`src/hw/fsg_guard_regs.vh`:
```
// Constants for the flash section guard: register map, field layout,
// store operation codes, section limits and controller states.
// Assumes word addresses of AW bits into program flash.
`ifndef FSG_GUARD_REGS_VH
`define FSG_GUARD_REGS_VH

// Register byte offsets on the APB bus
`define FSG_OFF_CTRL       12'h000
`define FSG_OFF_STAT       12'h004
`define FSG_OFF_LOCK       12'h008

// Control register fields (write side)
`define FSG_CTRL_REENABLE  4

// Status register fields (read side)
`define FSG_STAT_BUSY      0
`define FSG_STAT_HALT      1
`define FSG_STAT_FLASH     2

// Guard register fields: app field in [1:0], boot field in [3:2]
`define FSG_APP_LO         0
`define FSG_APP_HI         1
`define FSG_BOOT_LO        2
`define FSG_BOOT_HI        3
`define FSG_LOCK_W         4
`define FSG_LOCK_ERASED    4'hf

// Store operation codes from the core
`define FSG_OP_LOAD        2'h0
`define FSG_OP_ERASE       2'h1
`define FSG_OP_WRITE       2'h2
`define FSG_OP_LOCK        2'h3

// Section limits, word addresses, 4K-word flash
`define FSG_STALL_START    12'hc00
`define FSG_BOOT_SZ0       12'hf80
`define FSG_BOOT_SZ1       12'hf00
`define FSG_BOOT_SZ2       12'he00
`define FSG_BOOT_SZ3       12'hc00

// Controller states
`define FSG_ST_IDLE        2'h0
`define FSG_ST_CONC        2'h1
`define FSG_ST_STALL       2'h2

`endif

```
`src/hw/fsg_guard.v`:
```
// Flash section guard: stall and access control between the core and
// its self-programmable flash, plus the boot protection fields.
// Assumes the core issues one-cycle store/load requests, obeys
// core_halt and fetch_ok, and the flash pulses fl_done once per job.
// Limitation: one erase or write at a time; the flash ends each job.
//
// Summary of operation
// - Halt decision follows target page region only
// - Concurrent target: core runs, stalling region readable
// - Stalling target: halt core, nothing readable
// - Concurrent region unreadable during any programming
// - Boot section always inside stalling region
// - Busy flag reads one while region blocked
// - Two independent two-bit protection fields
// - Bits only programmed; chip erase restores them
// - General write lock never blocks stores
// - General read/write lock never blocks loads
// - App field 11: no app restriction
// - App field 10 or 00: no app stores
// - App field 00 or 01: boot loads blocked
// - App modes 3,4: mask interrupts in app, vectors in boot
// - Boot field 11: no boot restriction
// - Boot field 10 or 00: no boot stores
// - Boot field 00 or 01: app loads blocked
// - Boot modes 3,4: mask interrupts in boot, vectors in app
// - Stores from application section are ignored
// - Flag cleared by re-enable or page load
`timescale 1ns/10ps
`default_nettype none
`include "fsg_guard_regs.vh"

module fsg_guard #(
  parameter AW = 12
) (
  input  wire          pclk,
  input  wire          presetn,
  // APB slave
  input  wire          psel,
  input  wire          penable,
  input  wire          pwrite,
  input  wire [11:0]   paddr,
  input  wire [31:0]   pwdata,
  output reg  [31:0]   prdata,
  output wire          pready,
  output wire          pslverr,
  // Fuse and programming-mode inputs
  input  wire [1:0]    boot_size_select,
  input  wire          ext_lock_wr,
  input  wire [3:0]    ext_lock_data,
  input  wire          chip_erase,
  // Core: program-memory store
  input  wire          st_req,
  input  wire [1:0]    st_op,
  input  wire [AW-1:0] st_addr,
  input  wire [AW-1:0] st_pc,
  input  wire [3:0]    st_lock_data,
  output wire          st_taken,
  // Core: program-memory load
  input  wire          ld_req,
  input  wire [AW-1:0] ld_addr,
  input  wire [AW-1:0] ld_pc,
  output wire          ld_ok,
  // Core: fetch and interrupts
  input  wire [AW-1:0] fetch_pc,
  input  wire          vec_in_boot,
  output wire          fetch_ok,
  output wire          irq_disable,
  output reg           core_halt,
  // Flash array
  output reg           fl_start,
  output reg  [1:0]    fl_op,
  output reg  [AW-1:0] fl_addr,
  input  wire          fl_done
);

  // Job state, busy flag and guard bits; boot start is combinational
  // from the fuse level, so a fuse change takes effect at once
  reg  [1:0]    state_q;
  reg  [1:0]    state_d;
  reg           busy_q;
  reg  [3:0]    lock_q;
  reg  [AW-1:0] boot_start;

  // Section membership of every address the core can present
  wire          st_boot;
  wire          st_stall;
  wire          stpc_boot;
  wire          ld_boot;
  wire          ld_stall;
  wire          ldpc_boot;
  wire          fe_boot;
  wire          fe_stall;

  // Bus strobes, grants and the merged guard-bit programming word
  wire          apb_wr;
  wire          apb_rd;
  wire          reenable_req;
  wire          lock_sw_wr;
  wire          prog_busy;
  wire          st_ok_guard;
  wire          st_prog;
  wire          st_load;
  wire          st_lock;
  wire          ld_guard;
  wire [3:0]    lock_pgm;

  // Boot start from fuse size, clamped so it never dips below the
  // stalling region start whatever the size table holds. Boot code
  // runs the job, so it must stay readable during a concurrent job;
  // a larger table entry therefore can never expose it
  always @* begin
    case (boot_size_select)
      2'h0:    boot_start = `FSG_BOOT_SZ0;
      2'h1:    boot_start = `FSG_BOOT_SZ1;
      2'h2:    boot_start = `FSG_BOOT_SZ2;
      default: boot_start = `FSG_BOOT_SZ3;
    endcase
    if (boot_start < `FSG_STALL_START) begin
      boot_start = `FSG_STALL_START;
    end
  end

  // Region decode for store target, store origin, load, fetch.
  // Load and fetch grants answer in the same cycle, so every
  // decoder is a plain compare with no register
  fsg_sect_decode #(.AW(AW)) u_dec_st (
    .addr        (st_addr),
    .boot_start  (boot_start),
    .stall_start (`FSG_STALL_START),
    .in_boot     (st_boot),
    .in_stall    (st_stall)
  );

  fsg_sect_decode #(.AW(AW)) u_dec_stpc (
    .addr        (st_pc),
    .boot_start  (boot_start),
    .stall_start (`FSG_STALL_START),
    .in_boot     (stpc_boot),
    .in_stall    ()
  );

  fsg_sect_decode #(.AW(AW)) u_dec_ld (
    .addr        (ld_addr),
    .boot_start  (boot_start),
    .stall_start (`FSG_STALL_START),
    .in_boot     (ld_boot),
    .in_stall    (ld_stall)
  );

  fsg_sect_decode #(.AW(AW)) u_dec_ldpc (
    .addr        (ld_pc),
    .boot_start  (boot_start),
    .stall_start (`FSG_STALL_START),
    .in_boot     (ldpc_boot),
    .in_stall    ()
  );

  fsg_sect_decode #(.AW(AW)) u_dec_fe (
    .addr        (fetch_pc),
    .boot_start  (boot_start),
    .stall_start (`FSG_STALL_START),
    .in_boot     (fe_boot),
    .in_stall    (fe_stall)
  );

  // APB decode; zero wait states, so pready stays high.
  // Read data is captured in setup and stands through the access
  // phase; unmapped offsets answer with an error and change nothing
  assign apb_wr  = psel & penable & pwrite;
  assign apb_rd  = psel & ~penable & ~pwrite;
  assign pready  = 1'b1;
  assign pslverr = psel & penable &
                   (paddr != `FSG_OFF_CTRL) &
                   (paddr != `FSG_OFF_STAT) &
                   (paddr != `FSG_OFF_LOCK);

  assign reenable_req = apb_wr & (paddr == `FSG_OFF_CTRL) &
                        pwdata[`FSG_CTRL_REENABLE];
  assign lock_sw_wr   = apb_wr & (paddr == `FSG_OFF_LOCK);

  // Flash busy with an erase or write
  // Loads and lock sets never enter a job state
  assign prog_busy = (state_q != `FSG_ST_IDLE);

  // A zero low bit refuses stores into that section
  // Store permission from the guard fields. Only the low bit of each
  // field gates stores; no general chip lock level enters here
  assign st_ok_guard = st_boot ? lock_q[`FSG_BOOT_LO]
                               : lock_q[`FSG_APP_LO];

  // Stores count only from boot code while the flash is idle.
  // A refused store leaves no trace: no start, no flag change;
  // stores during a job are refused, so jobs never overlap
  assign st_prog = st_req & stpc_boot & ~prog_busy &
                   ((st_op == `FSG_OP_ERASE) |
                    (st_op == `FSG_OP_WRITE)) &
                   st_ok_guard;
  assign st_load = st_req & stpc_boot & ~prog_busy &
                   (st_op == `FSG_OP_LOAD);
  assign st_lock = st_req & stpc_boot & ~prog_busy &
                   (st_op == `FSG_OP_LOCK);
  assign st_taken = st_prog | st_load | st_lock;

  // Same-section loads are never guarded
  // Load guard: cross-section loads blocked by the high field bit;
  // the general read/write lock is not consulted
  assign ld_guard =
    (ld_boot & ~ldpc_boot & ~lock_q[`FSG_BOOT_HI]) |
    (~ld_boot & ldpc_boot & ~lock_q[`FSG_APP_HI]);

  // Gated by the busy flag, not the job state, so reads stay
  // blocked after completion until software re-enables the region.
  // Load grant: never into the concurrent region while it is blocked,
  // and nothing at all while halted
  assign ld_ok = ld_req & ~ld_guard & ~core_halt &
                 ~(busy_q & ~ld_stall);

  // Halt already covers a stalling job; busy only blocks fetches
  // below the stalling start.
  // Fetch permission: stalling region stays readable during a
  // concurrent-region job; decided by the region of fetch_pc, the busy flag and core_halt
  assign fetch_ok = ~core_halt &
                    ~(busy_q & ~fe_stall);

  // Interrupt masking by protection mode and vector placement.
  // Running section comes from fetch_pc, vector placement from the
  // core's own setting
  assign irq_disable =
    (~lock_q[`FSG_APP_HI] & vec_in_boot & ~fe_boot) |
    (~lock_q[`FSG_BOOT_HI] & ~vec_in_boot & fe_boot);

  // Protection bits can only be programmed (ones to zeros).
  // Bus, external and store writers may land in one cycle; ANDing
  // them means none of them is lost
  assign lock_pgm = (lock_sw_wr  ? pwdata[`FSG_LOCK_W-1:0] :
                                   `FSG_LOCK_ERASED) &
                    (ext_lock_wr ? ext_lock_data : `FSG_LOCK_ERASED) &
                    (st_lock     ? st_lock_data  : `FSG_LOCK_ERASED);

  // Guard field register; both fields change bit by bit, so neither
  // depends on the other. Chip erase or reset restores the erased value
  always @(posedge pclk or negedge presetn) begin
    if (!presetn) begin
      lock_q <= `FSG_LOCK_ERASED;
    end else if (chip_erase) begin
      lock_q <= `FSG_LOCK_ERASED;
    end else begin
      lock_q <= lock_q & lock_pgm;
    end
  end

  // Next state: region of the target page picks the job kind.
  // Only erase and write start a job; loads and lock sets end in
  // the cycle they are taken
  always @* begin
    state_d = state_q;
    case (state_q)
      `FSG_ST_IDLE: begin
        if (st_prog) begin
          state_d = st_stall ? `FSG_ST_STALL
                             : `FSG_ST_CONC;
        end
      end
      `FSG_ST_CONC: begin
        if (fl_done) begin
          state_d = `FSG_ST_IDLE;
        end
      end
      `FSG_ST_STALL: begin
        if (fl_done) begin
          state_d = `FSG_ST_IDLE;
        end
      end
      default: begin
        state_d = `FSG_ST_IDLE;
      end
    endcase
  end

  // State, halt and flash command registers.
  // fl_op and fl_addr hold the last erase, write or buffer load, so the flash may sample
  // them after the start pulse has gone
  always @(posedge pclk or negedge presetn) begin
    if (!presetn) begin
      state_q   <= `FSG_ST_IDLE;
      core_halt <= 1'b0;
      fl_start  <= 1'b0;
      fl_op     <= `FSG_OP_LOAD;
      fl_addr   <= {AW{1'b0}};
    end else begin
      state_q  <= state_d;
      fl_start <= st_prog | st_load;
      if (st_prog | st_load) begin
        fl_op   <= st_op;
        fl_addr <= st_addr;
      end
      // Halt for the whole stalling job, dropped once done is seen
      core_halt <= (state_d == `FSG_ST_STALL);
    end
  end

  // Busy flag: set when a concurrent-region job starts; cleared by a
  // re-enable once the flash is idle, or by a page-buffer load.
  // A start in the same cycle as a clear wins, so it is never lost.
  // A re-enable while a job runs is ignored; software must retry
  always @(posedge pclk or negedge presetn) begin
    if (!presetn) begin
      busy_q <= 1'b0;
    end else if (st_prog & ~st_stall) begin
      busy_q <= 1'b1;
    end else if ((reenable_req & ~prog_busy) | st_load) begin
      busy_q <= 1'b0;
    end
  end

  // Read data captured in the setup phase, shown in the access phase
  // Status bits are sampled live at setup; unmapped offsets read zero
  always @(posedge pclk or negedge presetn) begin
    if (!presetn) begin
      prdata <= 32'h0000_0000;
    end else if (apb_rd) begin
      prdata <= 32'h0000_0000;
      case (paddr)
        `FSG_OFF_STAT: begin
          prdata[`FSG_STAT_BUSY]  <= busy_q;
          prdata[`FSG_STAT_HALT]  <= core_halt;
          prdata[`FSG_STAT_FLASH] <= prog_busy;
        end
        `FSG_OFF_LOCK: begin
          prdata[`FSG_LOCK_W-1:0] <= lock_q;
        end
        default: begin
          prdata <= 32'h0000_0000;
        end
      endcase
    end
  end

endmodule

`default_nettype wire

```
`src/hw/fsg_sect_decode.v`:
```
// Section decoder: sorts one flash word address into boot section
// and stalling region membership.
// Assumes both limits are stable and boot_start >= stall_start.
`timescale 1ns/10ps
`default_nettype none

module fsg_sect_decode #(
  parameter AW = 12
) (
  input  wire [AW-1:0] addr,
  input  wire [AW-1:0] boot_start,
  input  wire [AW-1:0] stall_start,
  output wire          in_boot,
  output wire          in_stall
);

  // Both sections sit at the top of flash, so a compare is enough
  assign in_boot  = (addr >= boot_start);
  assign in_stall = (addr >= stall_start);

endmodule

`default_nettype wire

```
`config.mk`:
```
export PLATFORM = sky130hd
export DESIGN_NAME = fsg_guard
export DESIGN_NICKNAME = d
export VERILOG_FILES = /design/src/hw/fsg_guard.v /design/src/hw/fsg_sect_decode.v
export VERILOG_INCLUDE_DIRS = /design/src /design/src/hw
export SDC_FILE = /design/constraint.sdc
export NUM_CORES = 1
export LEC_CHECK = 0
export ABC_AREA = 1
export ABC_CLOCK_PERIOD_IN_PS = 5200
export BUFFER_PORTS_ARGS = -buffer_cell sky130_fd_sc_hd__buf_4
export CAP_MARGIN = 20
export CORE_MARGIN = 2
export CORE_UTILIZATION = 52
export CTS_BUF_LIST = sky130_fd_sc_hd__clkbuf_16
export CTS_CLUSTER_SIZE = 8
export DETAILED_ROUTE_END_ITERATION = 16
export PLACE_DENSITY_LB_ADDON = 0.2
export SLEW_MARGIN = 20
export SYNTH_ARGS = -nofsm -noshare
export SYNTH_HDL_FRONTEND = slang
export SYNTH_HIERARCHICAL = 1
export SYNTH_SLANG_ARGS = --single-unit
```
`constraint.sdc`:
```
create_clock -name pclk -period 5.2 [get_ports pclk]
set_clock_uncertainty 0.05 [all_clocks]
set_input_delay 1.56 -clock pclk [delete_from_list [all_inputs] [get_ports pclk]]
set_output_delay 1.56 -clock pclk [all_outputs]
set_load 0.01 [all_outputs]
```
==> results of run 1 <==
[worst max-delay path, stage by stage]
cell,delay [ns]
buf_4,0.12
nor2_1,0.13
buf_4,0.14
inv_1,0.04
ha_1,0.29
a21oi_1,0.16
nand2_1,0.07
a21oi_1,0.11
nand2_1,0.12
nand3_2,0.10
inv_1,0.06
nand2_1,0.16
nand3_1,0.11
buf_4,0.15
[worst paths after layout]
path | to | slack [ns] | cells after the start
max in group asynchronous | lock_q[1]$_DFF_PN1_ | 3.64 | 1
min in group asynchronous | prdata[3]$_DFFE_PN0P_ | 1.15 | 1
max reg2reg | fl_op[1]$_DFFE_PN0P_ | 3.44 | 9
min | prdata[2]$_DFFE_PN0P_ | 0.44 | 2
min reg2reg | prdata[2]$_DFFE_PN0P_ | 0.44 | 2
max | st_taken | 0.27 | 14
[layer usage]
layer,wire [µm],GRT usage,up-vias
met4,156,0.0652,0
li1,-,-,2375
met2,5390,0.482,123
met3,622,0.0269,18
met5,0,0,-
met1,4040,0.242,2015
[placed cells by master, fill, tap and decap left out, drive strengths merged]
cell    instances
a21oi          37
ha            100
nor2           42
nand2         224
inv           176
nand3b          1
o21ai           9
conb          110
a31oi           1
dfstp           4
buf           128
a21boi          1
nor3            3
nor3b           1
nand3          36
o31ai           1
dfrtp          23
clkbuf          3
[stage by stage]
step	setup slack [ns]	hold WS, ns	power, mW
after floorplan	0.463	0.461	0.650
after global placement	0.261	0.428	0.849
after detailed placement	0.256	0.431	0.879
after CTS	0.241	0.448	1.06
after global routing	0.0188	0.467	1.16
final	0.265	0.440	1.05
[final cells by class]
| class | instances | area [µm²] |
|---|---|---|
| timing repair buffer | 128 | 961 |
| inverter | 175 | 657 |
| tap | 105 | 131 |
| fill | 751 | 2460 |
| sequential | 27 | 681 |
| clock inverter | 1 | 3.75 |
| clock buffer | 3 | 75.1 |
| multi-input combinational | 566 | 3160 |
[flip-flops by register name, indices dropped and copies added (netlist names)]
name	count
fl_op	2
core_halt	1
state_q	2
busy_q	1
fl_addr	12
lock_q	4
fl_start	1
prdata	4
[power breakdown]
group | switching [mW] | internal [mW]
registers | 0.0477 | 0.279
clock network | 0.0715 | 0.103
logic | 0.292 | 0.261
==> metrics.txt, run 1 <==
# TYPE chip_impl_metric gauge
chip_impl_metric{name="post_dp_cell_area",unit="mm²"} 0.00559
chip_impl_info{name="criticalPathCategory",value="primary input to output pin"} 1
chip_impl_metric{name="die-height",unit="µm"} 95.4
chip_impl_metric{name="design.die.area",unit="mm²"} 0.00909
chip_impl_metric{name="cts-hold-fix-buffers",unit=""} 0
chip_impl_metric{name="yosys_warnings",unit=""} 6
chip_impl_metric{name="io_pins",unit=""} 181
chip_impl_metric{name="num-nets-final",unit=""} 1128
chip_impl_metric{name="drtAntennaViolNets",unit=""} 0
chip_impl_info{name="cts_tree",value="yes"} 1
chip_impl_metric{name="fraction_of_layout_instances_using_a_drive_strength_above_1",unit=""} 0.164
chip_impl_info{name="cp-startpoint",value="boot_size_select[0]"} 1
chip_impl_info{name="worstHoldStart",value="prdata[2]$_DFFE_PN0P_"} 1
chip_impl_metric{name="post_layout_nonfiller_instances",unit=""} 1005
chip_impl_metric{name="final_core_utilization",unit=""} 0.697
chip_impl_metric{name="hold_violations",unit=""} 0
chip_impl_metric{name="timing.max_cap.violations",unit=""} 0
chip_impl_metric{name="post-cts-setup-buffers",unit=""} 0
chip_impl_metric{name="cts.sinks",unit=""} 27
chip_impl_metric{name="min_period_over_period",unit=""} 0.949
chip_impl_metric{name="vias_per_cell",unit=""} 4.51
chip_impl_metric{name="power.density",unit="mW/mm²"} 186
chip_impl_metric{name="worst-endpoint-required",unit="ns"} 3.59
chip_impl_metric{name="ir_worst_vdd",unit="mV"} 0.185
chip_impl_metric{name="place.gp.congestion",unit=""} 0.887
chip_impl_metric{name="detailedRoute.firstPassIterationCount",unit=""} 5
chip_impl_metric{name="postLayoutCellArea",unit="mm²"} 0.00567
chip_impl_info{name="setup_repair_after_global_routing_missed_its_margin",value="no"} 1
chip_impl_info{name="clock-root-buffer",value="clkbuf_16"} 1
chip_impl_info{name="worst_setup_path_start_kind",value="primary input"} 1
chip_impl_metric{name="gr-total-overflow",unit=""} 0
chip_impl_metric{name="fp.coreArea",unit="mm²"} 0.00813
chip_impl_metric{name="initialDrtViolationCount",unit=""} 103
chip_impl_metric{name="worstPathArrival",unit="ns"} 3.32
chip_impl_metric{name="layout_min_cycle_time",unit="ns"} 4.93
chip_impl_metric{name="post_drt_wl_per_cell",unit="µm"} 10.2
chip_impl_metric{name="clockBufferDepth",unit=""} 2
chip_impl_info{name="endpoint_kind",value="output pin"} 1
chip_impl_metric{name="power.leakage",unit="nW"} 3.62
chip_impl_metric{name="via_total_after_detailed_routing",unit=""} 4531
chip_impl_metric{name="std_cell_rows",unit=""} 33
chip_impl_metric{name="first_pass_grt_wire_length",unit="µm"} 17300
chip_impl_metric{name="flow.area_growth_from_synthesis",unit="%"} 30.7
chip_impl_metric{name="timing.fmax",unit="MHz"} 203
chip_impl_metric{name="avgSynthCellArea",unit="µm²"} 6.27
chip_impl_metric{name="dp_cells",unit=""} 1001
chip_impl_metric{name="report.final.setup_viol",unit=""} 0
chip_impl_info{name="timing.hold.worst.class",value="flip-flop to flip-flop"} 1
chip_impl_metric{name="initial_utilization",unit=""} 0.533
chip_impl_metric{name="tns",unit="ns"} 0
chip_impl_metric{name="grt_antenna_before_repair",unit=""} 0
chip_impl_metric{name="timing.final.max_slew_violations",unit=""} 0
chip_impl_metric{name="detailed_place_hpwl",unit="µm"} 9100
chip_impl_metric{name="grt_use_total",unit=""} 0.234
chip_impl_metric{name="grt_start_max_net_pins",unit=""} 28
chip_impl_metric{name="clk_latency",unit="ns"} 0.26
chip_impl_metric{name="syn_area",unit="mm²"} 0.00434
chip_impl_metric{name="antenna_cells",unit=""} 0
chip_impl_metric{name="htreeDepth",unit=""} 1
chip_impl_metric{name="cp_max_fo",unit=""} 5
chip_impl_metric{name="buffer_ports.inserted",unit=""} 124
chip_impl_metric{name="clkTransAtPathRegs",unit="ns"} 0.07
chip_impl_metric{name="cts.repair.resized",unit=""} 0
chip_impl_metric{name="grt_pass1_vias",unit=""} 4555
chip_impl_metric{name="number_of_remaining_drc_errors",unit=""} 0
chip_impl_metric{name="postSynthCellCount",unit=""} 692
chip_impl_info{name="r2r_start",value="state_q[0]$_DFF_PN0_"} 1
chip_impl_metric{name="die_w",unit="µm"} 95.4
chip_impl_metric{name="drt-total-wl",unit="µm"} 10200
chip_impl_info{name="run_status",value="completed"} 1
chip_impl_metric{name="cts_made_buffers",unit=""} 3
(Power assumes the default switching activity.)
==> inputs of run 2 (changes only) <==
--- a/config.mk
+++ b/config.mk
@@ -10,13 +10,14 @@
 export ABC_CLOCK_PERIOD_IN_PS = 5200
 export BUFFER_PORTS_ARGS = -buffer_cell sky130_fd_sc_hd__buf_4
 export CAP_MARGIN = 20
+export CORE_ASPECT_RATIO = 0.6
 export CORE_MARGIN = 2
 export CORE_UTILIZATION = 52
 export CTS_BUF_LIST = sky130_fd_sc_hd__clkbuf_16
 export CTS_CLUSTER_SIZE = 8
 export DETAILED_ROUTE_END_ITERATION = 16
-export PLACE_DENSITY_LB_ADDON = 0.2
-export SLEW_MARGIN = 20
+export PLACE_DENSITY_LB_ADDON = 0.3
+export SLEW_MARGIN = 25
 export SYNTH_ARGS = -nofsm -noshare
 export SYNTH_HDL_FRONTEND = slang
 export SYNTH_HIERARCHICAL = 1
==> metrics.txt, run 2 (same netlist as run 1, synthesis figures left out) <==
# TYPE chip_impl_metric gauge
chip_impl_metric{name="fraction_of_layout_instances_using_a_drive_strength_above_1",unit=""} 0.164
chip_impl_metric{name="worst_pin_slew",unit="ns"} 0.544
chip_impl_metric{name="clk_latency",unit="ns"} 0.26
chip_impl_metric{name="filler_cell_count",unit=""} 697
chip_impl_metric{name="relSlewSlack",unit=""} 0.634
chip_impl_metric{name="number_of_remaining_drc_errors",unit=""} 0
chip_impl_metric{name="hold_violations",unit=""} 0
chip_impl_metric{name="design.die.area",unit="mm²"} 0.00912
chip_impl_info{name="cpMostUsedCell",value="buf_4"} 1
chip_impl_info{name="worst_setup_path_start_kind",value="primary input"} 1
chip_impl_metric{name="tns",unit="ns"} 0
chip_impl_metric{name="htreeDepth",unit=""} 1
chip_impl_metric{name="die-height",unit="µm"} 74.8
chip_impl_metric{name="fp.coreArea",unit="mm²"} 0.00798
chip_impl_metric{name="die_w",unit="µm"} 122
chip_impl_metric{name="regArea",unit="µm²"} 681
chip_impl_metric{name="worst-endpoint-required",unit="ns"} 3.59
chip_impl_info{name="criticalPathCategory",value="primary input to output pin"} 1
chip_impl_metric{name="layout_min_cycle_time",unit="ns"} 4.96
chip_impl_metric{name="drtAntennaViolNets",unit=""} 0
chip_impl_metric{name="reg2reg_slack",unit="ns"} 3.44
chip_impl_metric{name="post-cts-setup-buffers",unit=""} 0
chip_impl_metric{name="grt_pass1_vias",unit=""} 4435
chip_impl_metric{name="antenna_cells",unit=""} 0
chip_impl_metric{name="cts-hold-fix-buffers",unit=""} 0
chip_impl_info{name="timing.critical_path.slowest_stage_cell",value="ha_1"} 1
chip_impl_metric{name="ir_worst_vdd",unit="mV"} 0.145
chip_impl_metric{name="first_pass_grt_wire_length",unit="µm"} 18600
chip_impl_metric{name="drt-total-wl",unit="µm"} 11300
chip_impl_metric{name="min_period_over_period",unit=""} 0.955
chip_impl_metric{name="grt_start_max_net_pins",unit=""} 28
chip_impl_info{name="cp_cell_sequence",value="buf_4 -> nor2_1 -> buf_4 -> inv_1 -> ha_1 -> a21oi_1 -> nand2_1 -> a21oi_1 -> nand2_1 -> a21boi_1 -> nand2_2 -> nand3_1 -> buf_4"} 1
chip_impl_info{name="commonest_cells_after_routing_fill_and_taps_aside",value="nand2_1 (221), inv_1 (176), buf_4 (127), conb_1 (110), ha_1 (100)"} 1
chip_impl_metric{name="grt_antenna_before_repair",unit=""} 0
chip_impl_metric{name="via_total_after_detailed_routing",unit=""} 4514
chip_impl_info{name="run_status",value="completed"} 1
chip_impl_metric{name="initial_utilization",unit=""} 0.544
chip_impl_metric{name="detailed_place_hpwl",unit="µm"} 9920
chip_impl_metric{name="timing.fmax",unit="MHz"} 201
chip_impl_metric{name="vias_per_cell",unit=""} 4.48
chip_impl_metric{name="flow.area_growth_from_synthesis",unit="%"} 30.7
chip_impl_metric{name="gr-total-overflow",unit=""} 0
chip_impl_metric{name="io_pins",unit=""} 181
chip_impl_info{name="cts_tree",value="yes"} 1
chip_impl_metric{name="largest_register_ffs",unit=""} 12
chip_impl_metric{name="initialDrtViolationCount",unit=""} 277
chip_impl_metric{name="clkTransAtPathRegs",unit="ns"} 0.07
chip_impl_info{name="biggestRegsByFlops",value="fl_addr: 12 flops, lock_q: 4 flops, prdata: 4 flops"} 1
chip_impl_metric{name="place.gp.congestion",unit=""} 0.826
chip_impl_metric{name="num-nets-final",unit=""} 1127
chip_impl_metric{name="power.leakage",unit="nW"} 3.62
chip_impl_metric{name="detailedRoute.firstPassIterationCount",unit=""} 4
chip_impl_metric{name="report.power.total",unit="mW"} 1.07
chip_impl_metric{name="grt_use_total",unit=""} 0.254
chip_impl_metric{name="cts.repair.resized",unit=""} 0
chip_impl_metric{name="cp_max_fo",unit=""} 5
chip_impl_info{name="clock-root-buffer",value="clkbuf_16"} 1
chip_impl_metric{name="multi_input_comb_area",unit="mm²"} 0.00316
chip_impl_metric{name="timing.final.max_slew_violations",unit=""} 0
chip_impl_info{name="timing.hold.worst.class",value="flip-flop to flip-flop"} 1
chip_impl_metric{name="post_drt_wl_per_cell",unit="µm"} 11.2
chip_impl_metric{name="report.final.setup_viol",unit=""} 0
chip_impl_metric{name="cts.sinks",unit=""} 27
chip_impl_metric{name="cts_made_buffers",unit=""} 3
chip_impl_metric{name="worst_path_largest_cell_delay",unit="ns"} 0.30
chip_impl_metric{name="std_cell_rows",unit=""} 25
chip_impl_metric{name="timing.max_cap.violations",unit=""} 0
chip_impl_metric{name="worstPathArrival",unit="ns"} 3.35
chip_impl_info{name="endpoint_kind",value="output pin"} 1
chip_impl_info{name="layout_commonest_cell",value="nand2_1"} 1
chip_impl_metric{name="power.density",unit="mW/mm²"} 188
chip_impl_info{name="top_register",value="fl_addr"} 1
chip_impl_metric{name="buffer_ports.inserted",unit=""} 124
chip_impl_metric{name="clockBufferDepth",unit=""} 2
chip_impl_info{name="setup_repair_after_global_routing_missed_its_margin",value="no"} 1
run 2: cell types whose count changed in the layout (fill, tap and decap cells not counted), sizes merged:
cell and delta:
buf -1
run 2: power breakdown:
part / switching, mW / leakage (nW) / total (mW) / internal, mW
clock: 0.0707 / 0.0423 / 0.174 / 0.103
sequential: 0.0500 / 0.335 / 0.329 / 0.279
combinational: 0.301 / 3.24 / 0.564 / 0.262
total: 0.422 / 3.62 / 1.07 / 0.645
run 2: final cells by class:
cell class                 count  area share
timing repair buffer         127       0.168
tap                          108      0.0238
clock inverter                 1    0.000662
sequential                    27       0.120
clock buffer                   3      0.0132
multi-input combinational    566       0.558
inverter                     175       0.116
run 2: worst paths after layout:
path                            cells after the start               endpoint             startpoint
worst max-delay path                               13               st_taken    boot_size_select[0]
worst min-delay path                                2  prdata[2]$_DFFE_PN0P_  prdata[2]$_DFFE_PN0P_
worst max register to register                      9   fl_op[1]$_DFFE_PN0P_   state_q[1]$_DFF_PN0_
worst min register to register                      2  prdata[2]$_DFFE_PN0P_  prdata[2]$_DFFE_PN0P_
max in group asynchronous                           1    lock_q[0]$_DFF_PN1_                presetn
min in group asynchronous                           1  prdata[0]$_DFFE_PN0P_                presetn
run 2: routing by layer:
layer / global-route usage / up-vias / wire length, µm
li1: - / 2366 / -
met1: 0.300 / 1975 / 4680
met2: 0.494 / 151 / 5500
met3: 0.0424 / 22 / 887
met4: 0.0498 / 0 / 189
met5: 0 / - / 0
run 2: critical path: cells and delay by family:
family	cells	cell delay, ns
AOI/OAI and AO/OA	3	0.60
buffers and inverters	4	0.45
and+or+nand+nor	5	0.44
adders and majority gates	1	0.30
run 2: through the flow:
| step | instances | utilization | worst slack [ns] | instance area (µm²) | hold WS [ns] |
|---|---|---|---|---|---|
| floorplan | 800 | - | 0.463 | 4740 | 0.461 |
| global placement | 1003 | 0.701 | 0.253 | 5590 | 0.419 |
| detailed placement | 1003 | 0.701 | 0.220 | 5590 | 0.420 |
| CTS | 1007 | 0.711 | 0.212 | 5670 | 0.438 |
| global route | 1007 | 0.711 | 0.0677 | 5670 | 0.485 |
| finish | 1007 | 0.711 | 0.236 | 5670 | 0.440 |
==> inputs of run 3 (changes only) <==
==> constraint.sdc (replaced) <==
create_clock -name pclk -period 5.2 [get_ports pclk]
set_clock_uncertainty 0.05 [all_clocks]
set_input_delay 1.04 -clock pclk [delete_from_list [all_inputs] [get_ports pclk]]
set_output_delay 1.04 -clock pclk [all_outputs]
set_load 0.01 [all_outputs]
==> metrics.txt, run 3 (same netlist as run 1, synthesis figures left out) <==
# TYPE chip_impl_metric gauge
chip_impl_info{name="run_status",value="completed"} 1
chip_impl_info{name="top_register",value="fl_addr"} 1
chip_impl_info{name="endpoint_kind",value="output pin"} 1
chip_impl_metric{name="hold-path-cell-count",unit=""} 2
chip_impl_info{name="hold-path-endpoint",value="prdata[3]$_DFFE_PN0P_"} 1
chip_impl_metric{name="tns",unit="ns"} 0
chip_impl_metric{name="cts-hold-fix-buffers",unit=""} 0
chip_impl_metric{name="timing.fmax",unit="MHz"} 231
chip_impl_metric{name="post_drt_wl_per_cell",unit="µm"} 10.8
chip_impl_metric{name="hold_violations",unit=""} 0
chip_impl_metric{name="grt_start_max_net_pins",unit=""} 28
chip_impl_metric{name="grt_pass1_vias",unit=""} 4218
chip_impl_metric{name="ir_worst_vdd",unit="mV"} 0.113
chip_impl_metric{name="post-cts-setup-buffers",unit=""} 0
chip_impl_info{name="biggestRegsByFlops",value="fl_addr: 12 flops, lock_q: 4 flops, prdata: 4 flops"} 1
chip_impl_metric{name="gr-total-overflow",unit=""} 0
chip_impl_metric{name="design.die.area",unit="mm²"} 0.00912
chip_impl_metric{name="clkTransAtPathRegs",unit="ns"} 0.07
chip_impl_metric{name="worst-endpoint-required",unit="ns"} 4.11
chip_impl_info{name="timing.hold.worst.class",value="flip-flop to flip-flop"} 1
chip_impl_info{name="commonest_cells_after_routing_fill_and_taps_aside",value="nand2_1 (221), inv_1 (175), buf_4 (124), conb_1 (110), ha_1 (100)"} 1
chip_impl_metric{name="fp.coreArea",unit="mm²"} 0.00798
chip_impl_metric{name="vias_per_cell",unit=""} 4.46
chip_impl_info{name="worstReg2RegEnd",value="fl_op[1]$_DFFE_PN0P_"} 1
chip_impl_metric{name="detailedRoute.firstPassIterationCount",unit=""} 5
chip_impl_info{name="worst_setup_path_start_kind",value="primary input"} 1
chip_impl_metric{name="drtAntennaViolNets",unit=""} 0
chip_impl_metric{name="fraction_of_layout_instances_using_a_drive_strength_above_1",unit=""} 0.162
chip_impl_metric{name="layout_min_cycle_time",unit="ns"} 4.33
chip_impl_info{name="setup_repair_after_global_routing_missed_its_margin",value="no"} 1
chip_impl_metric{name="grt_use_total",unit=""} 0.238
chip_impl_metric{name="clockBufferDepth",unit=""} 2
chip_impl_info{name="r2r_start",value="state_q[1]$_DFF_PN0_"} 1
chip_impl_metric{name="htreeDepth",unit=""} 1
chip_impl_metric{name="worstPathArrival",unit="ns"} 3.24
chip_impl_metric{name="die-height",unit="µm"} 74.8
chip_impl_metric{name="cts_made_buffers",unit=""} 3
chip_impl_metric{name="via_total_after_detailed_routing",unit=""} 4479
chip_impl_metric{name="report.final.setup_viol",unit=""} 0
chip_impl_metric{name="buffer_ports.inserted",unit=""} 124
chip_impl_metric{name="number_of_remaining_drc_errors",unit=""} 0
chip_impl_metric{name="cts.repair.resized",unit=""} 0
chip_impl_info{name="worstHoldStart",value="prdata[3]$_DFFE_PN0P_"} 1
chip_impl_metric{name="detailed_place_hpwl",unit="µm"} 9580
chip_impl_info{name="clock-root-buffer",value="clkbuf_16"} 1
chip_impl_metric{name="first_pass_grt_wire_length",unit="µm"} 17600
chip_impl_info{name="cts_tree",value="yes"} 1
chip_impl_metric{name="io_pins",unit=""} 181
chip_impl_metric{name="flow.area_growth_from_synthesis",unit="%"} 30.2
chip_impl_metric{name="drt-total-wl",unit="µm"} 10900
chip_impl_metric{name="cp_max_fo",unit=""} 16
chip_impl_metric{name="reg2reg_slack",unit="ns"} 3.41
chip_impl_metric{name="report.power.total",unit="mW"} 1.06
chip_impl_metric{name="min_period_over_period",unit=""} 0.832
chip_impl_metric{name="power.density",unit="mW/mm²"} 188
chip_impl_metric{name="power.leakage",unit="nW"} 3.60
chip_impl_metric{name="cts.sinks",unit=""} 27
chip_impl_metric{name="initialDrtViolationCount",unit=""} 302
chip_impl_metric{name="reg2regPathDepth",unit=""} 8
chip_impl_info{name="layout_commonest_cell",value="nand2_1"} 1
chip_impl_metric{name="place.gp.congestion",unit=""} 0.867
chip_impl_metric{name="timing.final.max_slew_violations",unit=""} 0
chip_impl_metric{name="std_cell_rows",unit=""} 25
chip_impl_metric{name="largest_register_ffs",unit=""} 12
chip_impl_metric{name="initial_utilization",unit=""} 0.544
chip_impl_metric{name="die_w",unit="µm"} 122
chip_impl_metric{name="final_core_utilization",unit=""} 0.708
chip_impl_metric{name="num-nets-final",unit=""} 1124
chip_impl_metric{name="grt_antenna_before_repair",unit=""} 0
chip_impl_metric{name="antenna_cells",unit=""} 0
chip_impl_info{name="criticalPathCategory",value="primary input to output pin"} 1
chip_impl_metric{name="timing.max_cap.violations",unit=""} 0
chip_impl_metric{name="clk_latency",unit="ns"} 0.26
-- run 3: cell count changes in the layout (fill, tap and decap cells not counted) --
cell | previous run | this run
buf_4 | 127 | 124
clkinv_2 | 0 | 1
inv_1 | 176 | 175
-- run 3: worst max-delay path by stage --
stage,from,end,slack (ns),cells past startpoint
3_3_place_gp,boot_size_select[0],st_taken,0.93,13
3_5_place_dp,boot_size_select[0],st_taken,0.90,12
4_1_cts,boot_size_select[0],st_taken,0.88,12
5_1_grt,boot_size_select[0],st_taken,0.63,14
6_report,boot_size_select[0],st_taken,0.87,12
2_1_floorplan,boot_size_select[0],st_taken,1.50,13
-- run 3: area by class of cell --
class	instances	area, µm²
clock buffers	3	75.1
clock inverters	1	5.00
fillers	696	2330
inverters	175	657
multi-input cells	566	3160
flip-flops and latches	27	681
well taps	108	135
repair buffers	124	931
-- run 3: worst max-delay path: stages --
cell and delay (ns):
buf_4 0.11, nor2_1 0.38, inv_1 0.11, ha_1 0.33
a21oi_1 0.16, nand2_1 0.07, a21oi_1 0.13, nand2_1 0.11
a21boi_1 0.23, nand2_2 0.27, nand3_1 0.15, buf_4 0.13
-- run 3: stage by stage --
stage                     std cells  worst slack (ns)  hold slack, ns  area [µm²]
after floorplan                 800              1.50           0.461        4740
after global placement         1000             0.926           0.419        5570
after detailed placement       1000             0.901           0.434        5570
after CTS                      1004             0.883           0.450        5650
after global routing           1004             0.625           0.478        5650
final                          1004             0.875           0.451        5650
-- run 3: power breakdown --
| part | internal [mW] | leakage, nW | switching (mW) |
|---|---|---|---|
| logic | 0.260 | 3.23 | 0.300 |
| clock network | 0.104 | 0.0409 | 0.0732 |
| registers | 0.279 | 0.335 | 0.0479 |
| total | 0.643 | 3.60 | 0.421 |
-- run 3: routing by layer --
metal  routed length (µm)  GRT usage  vias to the layer above
li1                     -          -                     2368
met1                 4800      0.288                     1957
met2                 5210      0.460                      150
met3                  829     0.0477                        4
met4                   32     0.0243                        0
met5                    0          0                        -
